==> src/shared/t16cc_defines.vh <==
`ifndef T16CC_DEFINES_VH
`define T16CC_DEFINES_VH

// Data-space offsets of the timer registers.
`define T16CC_OFS_FLAGS 8'h36
`define T16CC_OFS_ENABLES 8'h6f
`define T16CC_OFS_CNT_LO 8'h84
`define T16CC_OFS_CNT_HI 8'h85
`define T16CC_OFS_CAP_LO 8'h86
`define T16CC_OFS_CAP_HI 8'h87
`define T16CC_OFS_CMPA_LO 8'h88
`define T16CC_OFS_CMPA_HI 8'h89
`define T16CC_OFS_CMPB_LO 8'h8a
`define T16CC_OFS_CMPB_HI 8'h8b

// I/O-space addresses sit this far below the data-space offsets.
`define T16CC_IO_SHIFT 8'h20
// The I/O space window covers only the lowest 64 addresses.
`define T16CC_IO_LIMIT 8'h40

// Bit positions shared by the flag and the enable register.
`define T16CC_BIT_CAP 5
`define T16CC_BIT_MATCH_B 2
`define T16CC_BIT_MATCH_A 1
`define T16CC_BIT_WRAP 0
`define T16CC_IMPL_MASK 8'h27

`define T16CC_RST_BYTE 8'h00
`define T16CC_RST_WORD 16'h0000
`define T16CC_ONE 16'h0001
`define T16CC_MAX 16'hffff
`define T16CC_TOP_8BIT 16'h00ff
`define T16CC_TOP_9BIT 16'h01ff
`define T16CC_TOP_10BIT 16'h03ff

// Waveform mode field codes.
`define T16CC_MODE_NORMAL 4'h0
`define T16CC_MODE_PC8 4'h1
`define T16CC_MODE_PC9 4'h2
`define T16CC_MODE_PC10 4'h3
`define T16CC_MODE_CTC_A 4'h4
`define T16CC_MODE_FAST8 4'h5
`define T16CC_MODE_FAST9 4'h6
`define T16CC_MODE_FAST10 4'h7
`define T16CC_MODE_PFC_CAP 4'h8
`define T16CC_MODE_PFC_A 4'h9
`define T16CC_MODE_PC_CAP 4'ha
`define T16CC_MODE_PC_A 4'hb
`define T16CC_MODE_CTC_CAP 4'hc
`define T16CC_MODE_FAST_CAP 4'he
`define T16CC_MODE_FAST_A 4'hf

`endif

==> src/rtl/t16cc_match_unit.v <==
`timescale 1ns/1ps
`include "t16cc_defines.vh"

module t16cc_match_unit (
    input wire clock,
    input wire rst,
    input wire ce,
    input wire [15:0] counterVal,
    input wire [15:0] compareVal,
    input wire timerTick,
    input wire blocked,
    input wire forceStrobe,
    output wire matchHit,
    output reg pinOut_r
);
    // A hit is an unblocked tick on which counter and compare agree.
    assign matchHit = timerTick & ~blocked & (counterVal == compareVal);

    // The pin toggles on a real or forced match; a forced one raises no flag.
    always @(posedge clock) begin
        if (rst) begin
            pinOut_r <= 1'b0;
        end else if (ce) begin
            if (matchHit | forceStrobe) begin
                pinOut_r <= ~pinOut_r;
            end
        end
    end
endmodule // t16cc_match_unit

==> src/rtl/t16cc_regs.v <==
// How it works
// - Each capture edge on pin or comparator copies the counter into the capture value, except while the capture value is top.
// - The capture value serves as counter top when the waveform mode selects it.
// - Capture reads are coherent through the shared temporary high-byte latch.
// - Compare writes stage the high byte and commit both bytes together.
// - One temporary high-byte latch serves all 16-bit registers.
// - Both compare values are compared on every timer tick; a match flags and drives a pin.
// - An interrupt is requested only with enable, global enable and flag all set.
// - Capture flag sets on capture, or on reaching top when capture is top.
// - Capture flag clears on vector execution or a written one.
// - Match flags set the cycle after a timer tick on which the counter equals the compare value.
// - A forced compare strobe never sets its match flag.
// - Match flags clear on vector execution or a written one.
// - Wrap flag sets on overflow in normal and clear-on-match modes, else by mode.
// - Wrap flag clears on vector execution or a written one.
// - Flag register answers at its data offset and twenty hex lower in I/O space.
// - The counter is read and written coherently through the temporary latch.
// - A counter write suppresses compare matches on the next timer tick.
`timescale 1ns/1ps
`include "t16cc_defines.vh"

module t16cc_regs (
    input wire clock,
    input wire rst,
    input wire ce,
    input wire [7:0] busAddr,
    input wire busIoSpace,
    input wire busWrite,
    input wire busRead,
    input wire [7:0] busWData,
    output reg [7:0] busRData_r,
    input wire timerTick,
    input wire [3:0] waveformModeField,
    input wire captureRisingEdge,
    input wire captureFromComparator,
    input wire captureInputPin,
    input wire comparatorOut,
    input wire forceMatchAStrobe,
    input wire forceMatchBStrobe,
    input wire globalIrqEnable,
    input wire vecAckCapture,
    input wire vecAckMatchA,
    input wire vecAckMatchB,
    input wire vecAckWrap,
    output reg irqCapture_r,
    output reg irqMatchA_r,
    output reg irqMatchB_r,
    output reg irqWrap_r,
    output wire compareOutPinA,
    output wire compareOutPinB,
    output reg [15:0] counterValue_r
);
    reg [7:0] tempHigh_r;
    reg [15:0] captureValue_r;
    reg [15:0] compareValueA_r;
    reg [15:0] compareValueB_r;
    reg [7:0] enables_r;
    reg captureEventFlag_r;
    reg matchAFlag_r;
    reg matchBFlag_r;
    reg wrapFlag_r;
    reg matchBlock_r;
    reg pinSync1_r;
    reg pinSync2_r;
    reg cmpSync1_r;
    reg cmpSync2_r;
    reg capPrev_r;

    wire [7:0] effAddr;
    wire [1:0] matchHit;
    wire [1:0] pinBus;
    wire [1:0] forceBus;
    wire [31:0] compareBus;
    wire capSrc;
    wire capEdge;
    wire captureEvent;
    wire counterTopHit;
    wire wrapEvent;
    wire nonPwmMode;
    wire wrFlags;
    wire wrEnables;
    wire wrCntLo;
    wire wrCapLo;
    wire wrCmpALo;
    wire wrCmpBLo;
    wire wrAnyHigh;
    wire rdCntLo;
    wire rdCapLo;
    wire [7:0] flagsView;
    wire [7:0] flagsClear;

    reg [15:0] topValue;
    reg topFromCapture;
    reg wrapAtMax;
    reg [7:0] readMux;

    function regHit;
        input [7:0] addr;
        input [7:0] offset;
        begin
            regHit = (addr == offset);
        end
    endfunction

    // I/O-space accesses move up into data space; beyond the window they hit nothing.
    assign effAddr = !busIoSpace ? busAddr :
        (busAddr < `T16CC_IO_LIMIT) ? (busAddr + `T16CC_IO_SHIFT) : `T16CC_RST_BYTE;

    assign wrFlags = busWrite & regHit(effAddr, `T16CC_OFS_FLAGS);
    assign wrEnables = busWrite & regHit(effAddr, `T16CC_OFS_ENABLES);
    assign wrCntLo = busWrite & regHit(effAddr, `T16CC_OFS_CNT_LO);
    assign wrCapLo = busWrite & regHit(effAddr, `T16CC_OFS_CAP_LO);
    assign wrCmpALo = busWrite & regHit(effAddr, `T16CC_OFS_CMPA_LO);
    assign wrCmpBLo = busWrite & regHit(effAddr, `T16CC_OFS_CMPB_LO);
    assign wrAnyHigh = busWrite & (regHit(effAddr, `T16CC_OFS_CNT_HI) |
        regHit(effAddr, `T16CC_OFS_CAP_HI) |
        regHit(effAddr, `T16CC_OFS_CMPA_HI) |
        regHit(effAddr, `T16CC_OFS_CMPB_HI));
    assign rdCntLo = busRead & regHit(effAddr, `T16CC_OFS_CNT_LO);
    assign rdCapLo = busRead & regHit(effAddr, `T16CC_OFS_CAP_LO);

    // Mode decode: top value, who supplies it, and where the wrap flag fires.
    always @* begin
        topValue = `T16CC_MAX;
        topFromCapture = 1'b0;
        wrapAtMax = 1'b0;
        case (waveformModeField)
            `T16CC_MODE_NORMAL: begin
                wrapAtMax = 1'b1;
            end
            `T16CC_MODE_CTC_A: begin
                topValue = compareValueA_r;
                wrapAtMax = 1'b1;
            end
            `T16CC_MODE_CTC_CAP: begin
                topValue = captureValue_r;
                topFromCapture = 1'b1;
                wrapAtMax = 1'b1;
            end
            `T16CC_MODE_PC8, `T16CC_MODE_FAST8: begin
                topValue = `T16CC_TOP_8BIT;
            end
            `T16CC_MODE_PC9, `T16CC_MODE_FAST9: begin
                topValue = `T16CC_TOP_9BIT;
            end
            `T16CC_MODE_PC10, `T16CC_MODE_FAST10: begin
                topValue = `T16CC_TOP_10BIT;
            end
            `T16CC_MODE_PFC_CAP, `T16CC_MODE_PC_CAP, `T16CC_MODE_FAST_CAP: begin
                topValue = captureValue_r;
                topFromCapture = 1'b1;
            end
            `T16CC_MODE_PFC_A, `T16CC_MODE_PC_A, `T16CC_MODE_FAST_A: begin
                topValue = compareValueA_r;
            end
            default: begin
                topValue = `T16CC_MAX;
            end
        endcase
    end

    assign nonPwmMode = wrapAtMax;
    assign counterTopHit = timerTick & (counterValue_r == topValue);
    assign wrapEvent = wrapAtMax ? (timerTick & (counterValue_r == `T16CC_MAX)) :
        counterTopHit;

    // Capture source selection and edge detection on synchronised inputs.
    assign capSrc = captureFromComparator ? cmpSync2_r : pinSync2_r;
    assign capEdge = captureRisingEdge ? (capSrc & ~capPrev_r) : (~capSrc & capPrev_r);
    // The pin is disconnected while the capture value acts as top.
    assign captureEvent = capEdge & ~topFromCapture;

    always @(posedge clock) begin
        if (rst) begin
            pinSync1_r <= 1'b0;
            pinSync2_r <= 1'b0;
            cmpSync1_r <= 1'b0;
            cmpSync2_r <= 1'b0;
            capPrev_r <= 1'b0;
        end else if (ce) begin
            pinSync1_r <= captureInputPin;
            pinSync2_r <= pinSync1_r;
            cmpSync1_r <= comparatorOut;
            cmpSync2_r <= cmpSync1_r;
            capPrev_r <= capSrc;
        end
    end

    // Shared temporary high byte: loaded by any high-byte write or a counter or capture low-byte read.
    always @(posedge clock) begin
        if (rst) begin
            tempHigh_r <= `T16CC_RST_BYTE;
        end else if (ce) begin
            if (wrAnyHigh) begin
                tempHigh_r <= busWData;
            end else if (rdCntLo) begin
                tempHigh_r <= counterValue_r[15:8];
            end else if (rdCapLo) begin
                tempHigh_r <= captureValue_r[15:8];
            end
        end
    end

    // Counter: a CPU write commits both bytes and outranks the tick.
    always @(posedge clock) begin
        if (rst) begin
            counterValue_r <= `T16CC_RST_WORD;
            matchBlock_r <= 1'b0;
        end else if (ce) begin
            if (wrCntLo) begin
                counterValue_r <= {tempHigh_r, busWData};
                matchBlock_r <= 1'b1;
            end else if (timerTick) begin
                matchBlock_r <= 1'b0;
                if (counterTopHit) begin
                    counterValue_r <= `T16CC_RST_WORD;
                end else begin
                    counterValue_r <= counterValue_r + `T16CC_ONE;
                end
            end
        end
    end

    // Capture value: CPU write wins over a capture in the same cycle.
    always @(posedge clock) begin
        if (rst) begin
            captureValue_r <= `T16CC_RST_WORD;
        end else if (ce) begin
            if (wrCapLo) begin
                captureValue_r <= {tempHigh_r, busWData};
            end else if (captureEvent) begin
                captureValue_r <= counterValue_r;
            end
        end
    end

    // Compare values change on the low-byte write only, both bytes at once.
    always @(posedge clock) begin
        if (rst) begin
            compareValueA_r <= `T16CC_RST_WORD;
            compareValueB_r <= `T16CC_RST_WORD;
        end else if (ce) begin
            if (wrCmpALo) begin
                compareValueA_r <= {tempHigh_r, busWData};
            end
            if (wrCmpBLo) begin
                compareValueB_r <= {tempHigh_r, busWData};
            end
        end
    end

    assign compareBus = {compareValueB_r, compareValueA_r};
    assign forceBus = {forceMatchBStrobe & nonPwmMode, forceMatchAStrobe & nonPwmMode};

    genvar ch;
    generate
        for (ch = 0; ch < 2; ch = ch + 1) begin : gMatch
            t16cc_match_unit uMatch (
                .clock(clock),
                .rst(rst),
                .ce(ce),
                .counterVal(counterValue_r),
                .compareVal(compareBus[16*ch +: 16]),
                .timerTick(timerTick),
                .blocked(matchBlock_r),
                .forceStrobe(forceBus[ch]),
                .matchHit(matchHit[ch]),
                .pinOut_r(pinBus[ch])
            );
        end
    endgenerate

    assign compareOutPinA = pinBus[0];
    assign compareOutPinB = pinBus[1];

    always @(posedge clock) begin
        if (rst) begin
            enables_r <= `T16CC_RST_BYTE;
        end else if (ce && wrEnables) begin
            enables_r <= busWData & `T16CC_IMPL_MASK;
        end
    end

    // Only ones clear; a set in the same cycle wins over the clear.
    assign flagsClear = wrFlags ? busWData : `T16CC_RST_BYTE;

    always @(posedge clock) begin
        if (rst) begin
            captureEventFlag_r <= 1'b0;
            matchAFlag_r <= 1'b0;
            matchBFlag_r <= 1'b0;
            wrapFlag_r <= 1'b0;
        end else if (ce) begin
            captureEventFlag_r <= captureEvent | (counterTopHit & topFromCapture) |
                (captureEventFlag_r & ~flagsClear[`T16CC_BIT_CAP] &
                ~vecAckCapture);
            matchAFlag_r <= matchHit[0] |
                (matchAFlag_r & ~flagsClear[`T16CC_BIT_MATCH_A] &
                ~vecAckMatchA);
            matchBFlag_r <= matchHit[1] |
                (matchBFlag_r & ~flagsClear[`T16CC_BIT_MATCH_B] &
                ~vecAckMatchB);
            wrapFlag_r <= wrapEvent |
                (wrapFlag_r & ~flagsClear[`T16CC_BIT_WRAP] &
                ~vecAckWrap);
        end
    end

    // Requests need the enable, the global enable and the flag together.
    always @(posedge clock) begin
        if (rst) begin
            irqCapture_r <= 1'b0;
            irqMatchA_r <= 1'b0;
            irqMatchB_r <= 1'b0;
            irqWrap_r <= 1'b0;
        end else if (ce) begin
            irqCapture_r <= enables_r[`T16CC_BIT_CAP] & globalIrqEnable &
                captureEventFlag_r;
            irqMatchA_r <= enables_r[`T16CC_BIT_MATCH_A] & globalIrqEnable &
                matchAFlag_r;
            irqMatchB_r <= enables_r[`T16CC_BIT_MATCH_B] & globalIrqEnable &
                matchBFlag_r;
            irqWrap_r <= enables_r[`T16CC_BIT_WRAP] & globalIrqEnable &
                wrapFlag_r;
        end
    end

    assign flagsView = {2'b00, captureEventFlag_r, 2'b00, matchBFlag_r,
        matchAFlag_r, wrapFlag_r};

    // High bytes of counter and capture come from the latch, not live.
    always @* begin
        readMux = `T16CC_RST_BYTE;
        case (effAddr)
            `T16CC_OFS_FLAGS: readMux = flagsView;
            `T16CC_OFS_ENABLES: readMux = enables_r;
            `T16CC_OFS_CNT_LO: readMux = counterValue_r[7:0];
            `T16CC_OFS_CNT_HI: readMux = tempHigh_r;
            `T16CC_OFS_CAP_LO: readMux = captureValue_r[7:0];
            `T16CC_OFS_CAP_HI: readMux = tempHigh_r;
            `T16CC_OFS_CMPA_LO: readMux = compareValueA_r[7:0];
            `T16CC_OFS_CMPA_HI: readMux = compareValueA_r[15:8];
            `T16CC_OFS_CMPB_LO: readMux = compareValueB_r[7:0];
            `T16CC_OFS_CMPB_HI: readMux = compareValueB_r[15:8];
            default: readMux = `T16CC_RST_BYTE;
        endcase
    end

    always @(posedge clock) begin
        if (rst) begin
            busRData_r <= `T16CC_RST_BYTE;
        end else if (ce && busRead) begin
            busRData_r <= readMux;
        end
    end
endmodule // t16cc_regs

==> config.mk <==
export PLATFORM = sky130hd
export DESIGN_NAME = t16cc_regs
export DESIGN_NICKNAME = d
export VERILOG_FILES = /design/src/rtl/t16cc_match_unit.v /design/src/rtl/t16cc_regs.v
export VERILOG_INCLUDE_DIRS = /design/src /design/src/shared
export SDC_FILE = /design/constraint.sdc
export NUM_CORES = 1
export LEC_CHECK = 0
export BUFFER_PORTS_ARGS = -buffer_cell sky130_fd_sc_hd__buf_2
export CAP_MARGIN = 0
export CORE_UTILIZATION = 59
export DETAILED_ROUTE_END_ITERATION = 10
export GPL_TIMING_DRIVEN = 0
export PLACE_DENSITY = 0.8
export SLEW_MARGIN = 0
export SYNTH_ARGS = -nofsm -noshare
export SYNTH_HDL_FRONTEND = slang
export SYNTH_SLANG_ARGS = --single-unit
export TNS_END_PERCENT = 20
==> constraint.sdc <==
create_clock -name clock -period 2.94 [get_ports clock]
set_clock_uncertainty 0.2 [all_clocks]
set_input_delay 0.147 -clock clock [delete_from_list [all_inputs] [get_ports clock]]
set_output_delay 0.147 -clock clock [all_outputs]
set_load 0.03 [all_outputs]
# [Word-level counts from Yosys, hierarchy flattened]
# Cells that the tools add are included.
# Widths: inputs -> output; s select.
[word_totals] regBits=100 in_bits=38
[classes] addsub=2 order_cmp=1 n_eq_ne=28 muxes=20 n_bitwise=60 n_reduce_logical=20
[ops] op="$mux 16" n=5
[ops] op="$pmux 16 s5" n=1
[ops] op="$pmux 8 s9" n=1
[ops] op="$eq 8x8->1 const B" n=8
[ops] op="$eq 16x16->1" n=3
[ops] op="$mux 8" n=5
[ops] op="$and 1x1->1" n=36
[ops] op="$eq 4x4->1 const B" n=7
[ops] op="$add 16x1->16 const B" n=1
[ops] op="$eq 16x16->1 const B" n=1
[ops] op="$eq 4x3->1 const B" n=4
[ops] op="$not 1->1" n=14
[ops] op="$reduce_and 2->1" n=7
[ops] op="$or 1x1->1" n=10
[ops] op="$add 8x6->8 const B" n=1
[ops] op="$eq 4x2->1 const B" n=2
[ops] op="$eq 8x6->1 const B" n=1
[ops] op="$eq 8x7->1 const B" n=1
[ops] op="$lt 8x7->1 const B" n=1
[ops] op="$reduce_or 2->1" n=4
[ops] op="$reduce_or 4->1" n=2
[ops] op="$mux 1" n=7
[ops] op="$mux 6" n=1
[ops] op="$eq 4x1->1 const B" n=1
[ops] op="5 further kinds" n=7

# [Depth between registers and ports, before layout]
[depth] ltp_word=10 mapped_depth=12 depth_no_buf=9

# [Cells and area by module]
# From an unflattened synthesis, not the netlist that was laid out.
[unflattened] hier_cells=746 hier_area_um2=6271.0
[by_module_without_submodules] module="t16cc_regs" instances=1 cells_each=662 area_each_um2=5580.4
[by_module_without_submodules] module="t16cc_match_unit" instances=2 cells_each=42 area_each_um2=345.3

# [Least setup slack after synthesis]
# Ideal clock, no wire load.
[synth_timing] kind="reg-to-reg" startpoint="register counterValue_r[6]" endpoint="register counterValue_r[5]" setup_time_ns=0.126 arrival_ns=2.298 path_slack_ns=0.315 path_stages_with_launch=11 synth_period_minus_slack_ns=2.625 path_cell_list="dfxtp_1 -> clkbuf_1 -> nand2b_1 -> o221ai_1 -> a221oi_1 -> nand4_1 -> nor4_4 -> a311oi_2 -> buf_6 -> a21oi_1 -> o32ai_1"
[synth_between] elab_chain_len=5
[synth_lines] item="start, declared" line_no="t16cc_regs.v:51" text="output reg [15:0] counterValue_r"
[synth_lines] item="start signal, assigned" line_no="t16cc_regs.v:207" text="counterValue_r <= `T16CC_RST_WORD;"
[synth_lines] item="start signal, assigned" line_no="t16cc_regs.v:211" text="counterValue_r <= {tempHigh_r, busWData};"
[synth_lines] item="start signal, assigned" line_no="t16cc_regs.v:216" text="counterValue_r <= `T16CC_RST_WORD;"
[synth_lines] item="$eq 16x16->1" line_no="t16cc_regs.v:163" text="assign counterTopHit = timerTick & (counterValue_r == topValue);"
[synth_lines] item="$and 1x1->1" line_no="t16cc_regs.v:163"
[synth_lines] item="$mux 16" line_no="t16cc_regs.v:215" text="if (counterTopHit) begin"
[synth_lines] item="$mux 16" line_no="t16cc_regs.v:213" text="end else if (timerTick) begin"
[synth_lines] item="$mux 16" line_no="t16cc_regs.v:210" text="if (wrCntLo) begin"
# No other way between the ends. The select of a mux whose other input is x is not followed.
# A chain may end at the register's enable or synchronous reset.

# [Final worst setup path]
[layout_timing] startpoint="register counterValue_r[2]" endpoint="register wrapFlag_r"
[layout_between] elab_chain_len=4 word_cells_on_any_way=6 cone_classes="eq/ne: 2; mux: 1; bitwise: 3"
[layout_lines] item="$eq 16x16->1, on equally long branches"
[layout_lines] item="$and 1x1->1, on equally long branches" line_no="t16cc_regs.v:163, t16cc_regs.v:164"
[layout_lines] item="$mux 1 *" line_no="t16cc_regs.v:164" text="assign wrapEvent = wrapAtMax ? (timerTick & (counterValue_r == `T16CC_MAX)) :"
[layout_lines] item="$or 1x1->1 *" line_no="t16cc_regs.v:303" text="wrapFlag_r <= wrapEvent |"
[layout_lines] item="end signal, assigned" line_no="t16cc_regs.v:303"
[layout_lines] item="end, declared" line_no="t16cc_regs.v:61" text="reg wrapFlag_r;"
# Mark *: on every way between the ends. The rest lies on a longest branch, timed or not.

==> results.cfg <==
[run_status]
outcome = finished clean

[yosys]
yosysWarnings = 0
syn_inst = 760
synthTopCellsByCount = nand2_1, dfxtp_1, a21oi_1, nor2_1, nand3_1
netlist_area_um2 = 5963
synth_cell_type_count = 74
synth-seq-area-share_pct = 33.57
synthFlopType = dfxtp_1
yosys.cell_count.top_type = nand2_1
netlist.area_leader.share_pct = 33.57
async_flop_share_pct = 0
syn_nets = 800
synth_seq_cells = 100
synth_edf_count = 0
synth_top_area_cell = dfxtp_1
synth.avg_cell_area_um2 = 7.846
synth_area_leaders = dfxtp_1, nand2_1, a21oi_1

[min_path]
hold_path_depth = 3
min-delay-path-class = input pin to flop

[detailed_routing]
first_iter_violations = 865
ant_nets = 0
drt-vias-per-instance = 6.763
routed_wl_mm = 23.05
wire_per_inst_um = 23.23
vias = 6709
firstDrtPassIters = 7
drc = 0

[setup_path]
reg2regPathDepth = 8
crit_chain = buf_2, nand3_1, or3_1, or3_1, nor3_2, nand4_1, o41ai_1, a32o_1
crit_arrival_ns = 3.05
crit_type = flop to flop
max_stage_delay_ns = 0.45
crit_fanout = 8
cp_slowest_cell = o41ai_1
cp-start-kind = flop
end_kind = flop
crit_top_cell = or3_1
critPathRequiredTime_ns = 3.07

[die]
io_pins = 68
die_x_um = 102.5
core_area_um2 = 9774
initial_core_util_pct = 61.01
dieArea_um2 = 10510
rows = 36
die_h_um = 102.5

[grt]
grtUsageMet1_pct = 56.22
antenna_found_initial = 0
track_usage_pct = 45.33
grt_first_pass_wirelength_mm = 34.75
grt-busiest-layer = met2
grt_max_degree = 17
grtUsageMet2_pct = 69.08
grt.overflow.total = 0
grt_pass1_vias = 6173
met3_usage_pct = 14.58

[sta]
grt_setup_unrepaired = yes
finalHoldViolCount = 0
clock.fmax_ghz = 0.3427
period_share_pct = 99.26
fin_crit_ns = 2.918
setup-violations-final = 0
slew_violations = 0
tightest_slew_ns = 0.9402
fin_ws_ns = 0.02184
slew_headroom_pct = 36.80

[clock_network]
clock_latency_ns = 0.39
cts.sinks = 100
cts_tree = built
cts_buffers = 9
cts_max_level = 3
cts_root_buf = clkbuf_8
clock_path_buffers = 2
clk_pin_slew_ns = 0.09

[placed_design]
dp_slack_ns = -0.2573
port_buffers = 67
place.gp.congestion = 1.040
dp_hpwl_mm = 16.85
placed_area_um2 = 6465

[power_and_ir_drop]
intPower_uw = 2055
p_per_area_nw_per_um2 = 408.6
power_uw = 2828
p_comb_share_pct = 12.9
ir_worst_vdd_mv = 0.4347
switchingPower_uw = 772.6
power.share.switching_pct = 27.32
clockPowerShare_pct = 37.8
p_leak_uw = 0.002695
power.share.sequential_pct = 49.3

[final_layout]
area_growth_pct = 16.05
drive_gt1_share_pct = 16.53
final_nets = 894
fin_area_um2 = 6920
n_antenna_cell = 0

[run]
maxCapViolations = 0
## per-layer routing
metal	vias up	wire, um
li1	2974	-
met1	3115	8680
met2	484	9799
met3	136	3032
met4	0	1533
met5	-	0
## what timing repair did
action                                 CTS  global route
pin swaps                                0             3
hold buffers                            15             0
setup endpoints to repair               19            32
gates resized for setup                  3            12
buffers inserted                         0             2
endpoints found under the hold margin   38             0
## state kept, by name, indices dropped and copies added (netlist names), 2 cells and up
register,count
counterValue_r,16
tempHigh_r,8
captureValue_r,16
compareValueB_r,16
enables_r,4
gMatch.uMatch.pinOut_r,2
busRData_r,8
compareValueA_r,16
## worst max-delay path: cells and delay by family (launching register included)
kind | cells | cell delay (ns)
compound gates | 2 | 0.63
buf+inv | 1 | 0.26
flops | 1 | 0.34
simple gates | 5 | 1.43
## final timing paths
| kind | from | endpoint | slack, ns |
|---|---|---|---|
| worst max-delay path | counterValue_r[2] | wrapFlag_r | 0.02 |
| worst min-delay path | vecAckWrap | wrapFlag_r | 0.02 |
| worst max register to register | counterValue_r[2] | wrapFlag_r | 0.02 |
| worst min register to register | irqWrap_r | irqWrap_r | 0.26 |
## area by class of cell
class	instances	area, um^2
timing repair buffer	84	500.5
fill	829	2854
inverter	24	90.09
sequential	100	2002
multi-input combinational	576	3641
tap	133	166.4
buffer	59	277.8
clock buffer	12	165.2
clock inverter	4	77.57
## power groups by stage
stage	combinational, uW	clock (uW)	sequential (uW)
finish	364	1070	1390
global route	386	1110	1400
CTS	344	1060	1390
detailed placement	323	0	1420
global placement	315	0	1420
floorplan	190	0	1430
## through the flow
stage / utilization, % / cells / hold WS (ns) / setup TNS, ns
final: 70.80 / 992 / 0.02158 / 0
after floorplan: - / 760 / 0.08297 / 0
after detailed placement: 66.14 / 960 / 0.2099 / -6.337
after global placement: 66.14 / 960 / 0.1907 / -7.028
after global routing: 70.80 / 992 / 0.01444 / -0.04702
after CTS: 70.30 / 990 / 0.007045 / 0
## kinds of logic after synthesis
group	Yosys count	share of synthesized area [%]
simple gates	311	25.93
flops	100	33.57
mux	19	3.252
compound gates	207	25.28
xor+xnor	37	5.434
fa+ha+maj	2	0.4196
buf+inv	84	6.106
## cell usage in the layout, fill, tap and decap left out, types with 14 or more instances in the layout
cell type,n
nand2_1,134
dfxtp_1,100
buf_2,81
a21oi_1,59
nor2_1,47
nand3_1,37
clkbuf_1,29
xor2_1,28
inv_1,22
o21ai_0,20
a22o_1,17
mux2i_1,16
a311oi_1,16
and3_1,15
dlygate4sd3_1,15
o22ai_1,14
Power figures use the tool's default switching activity.
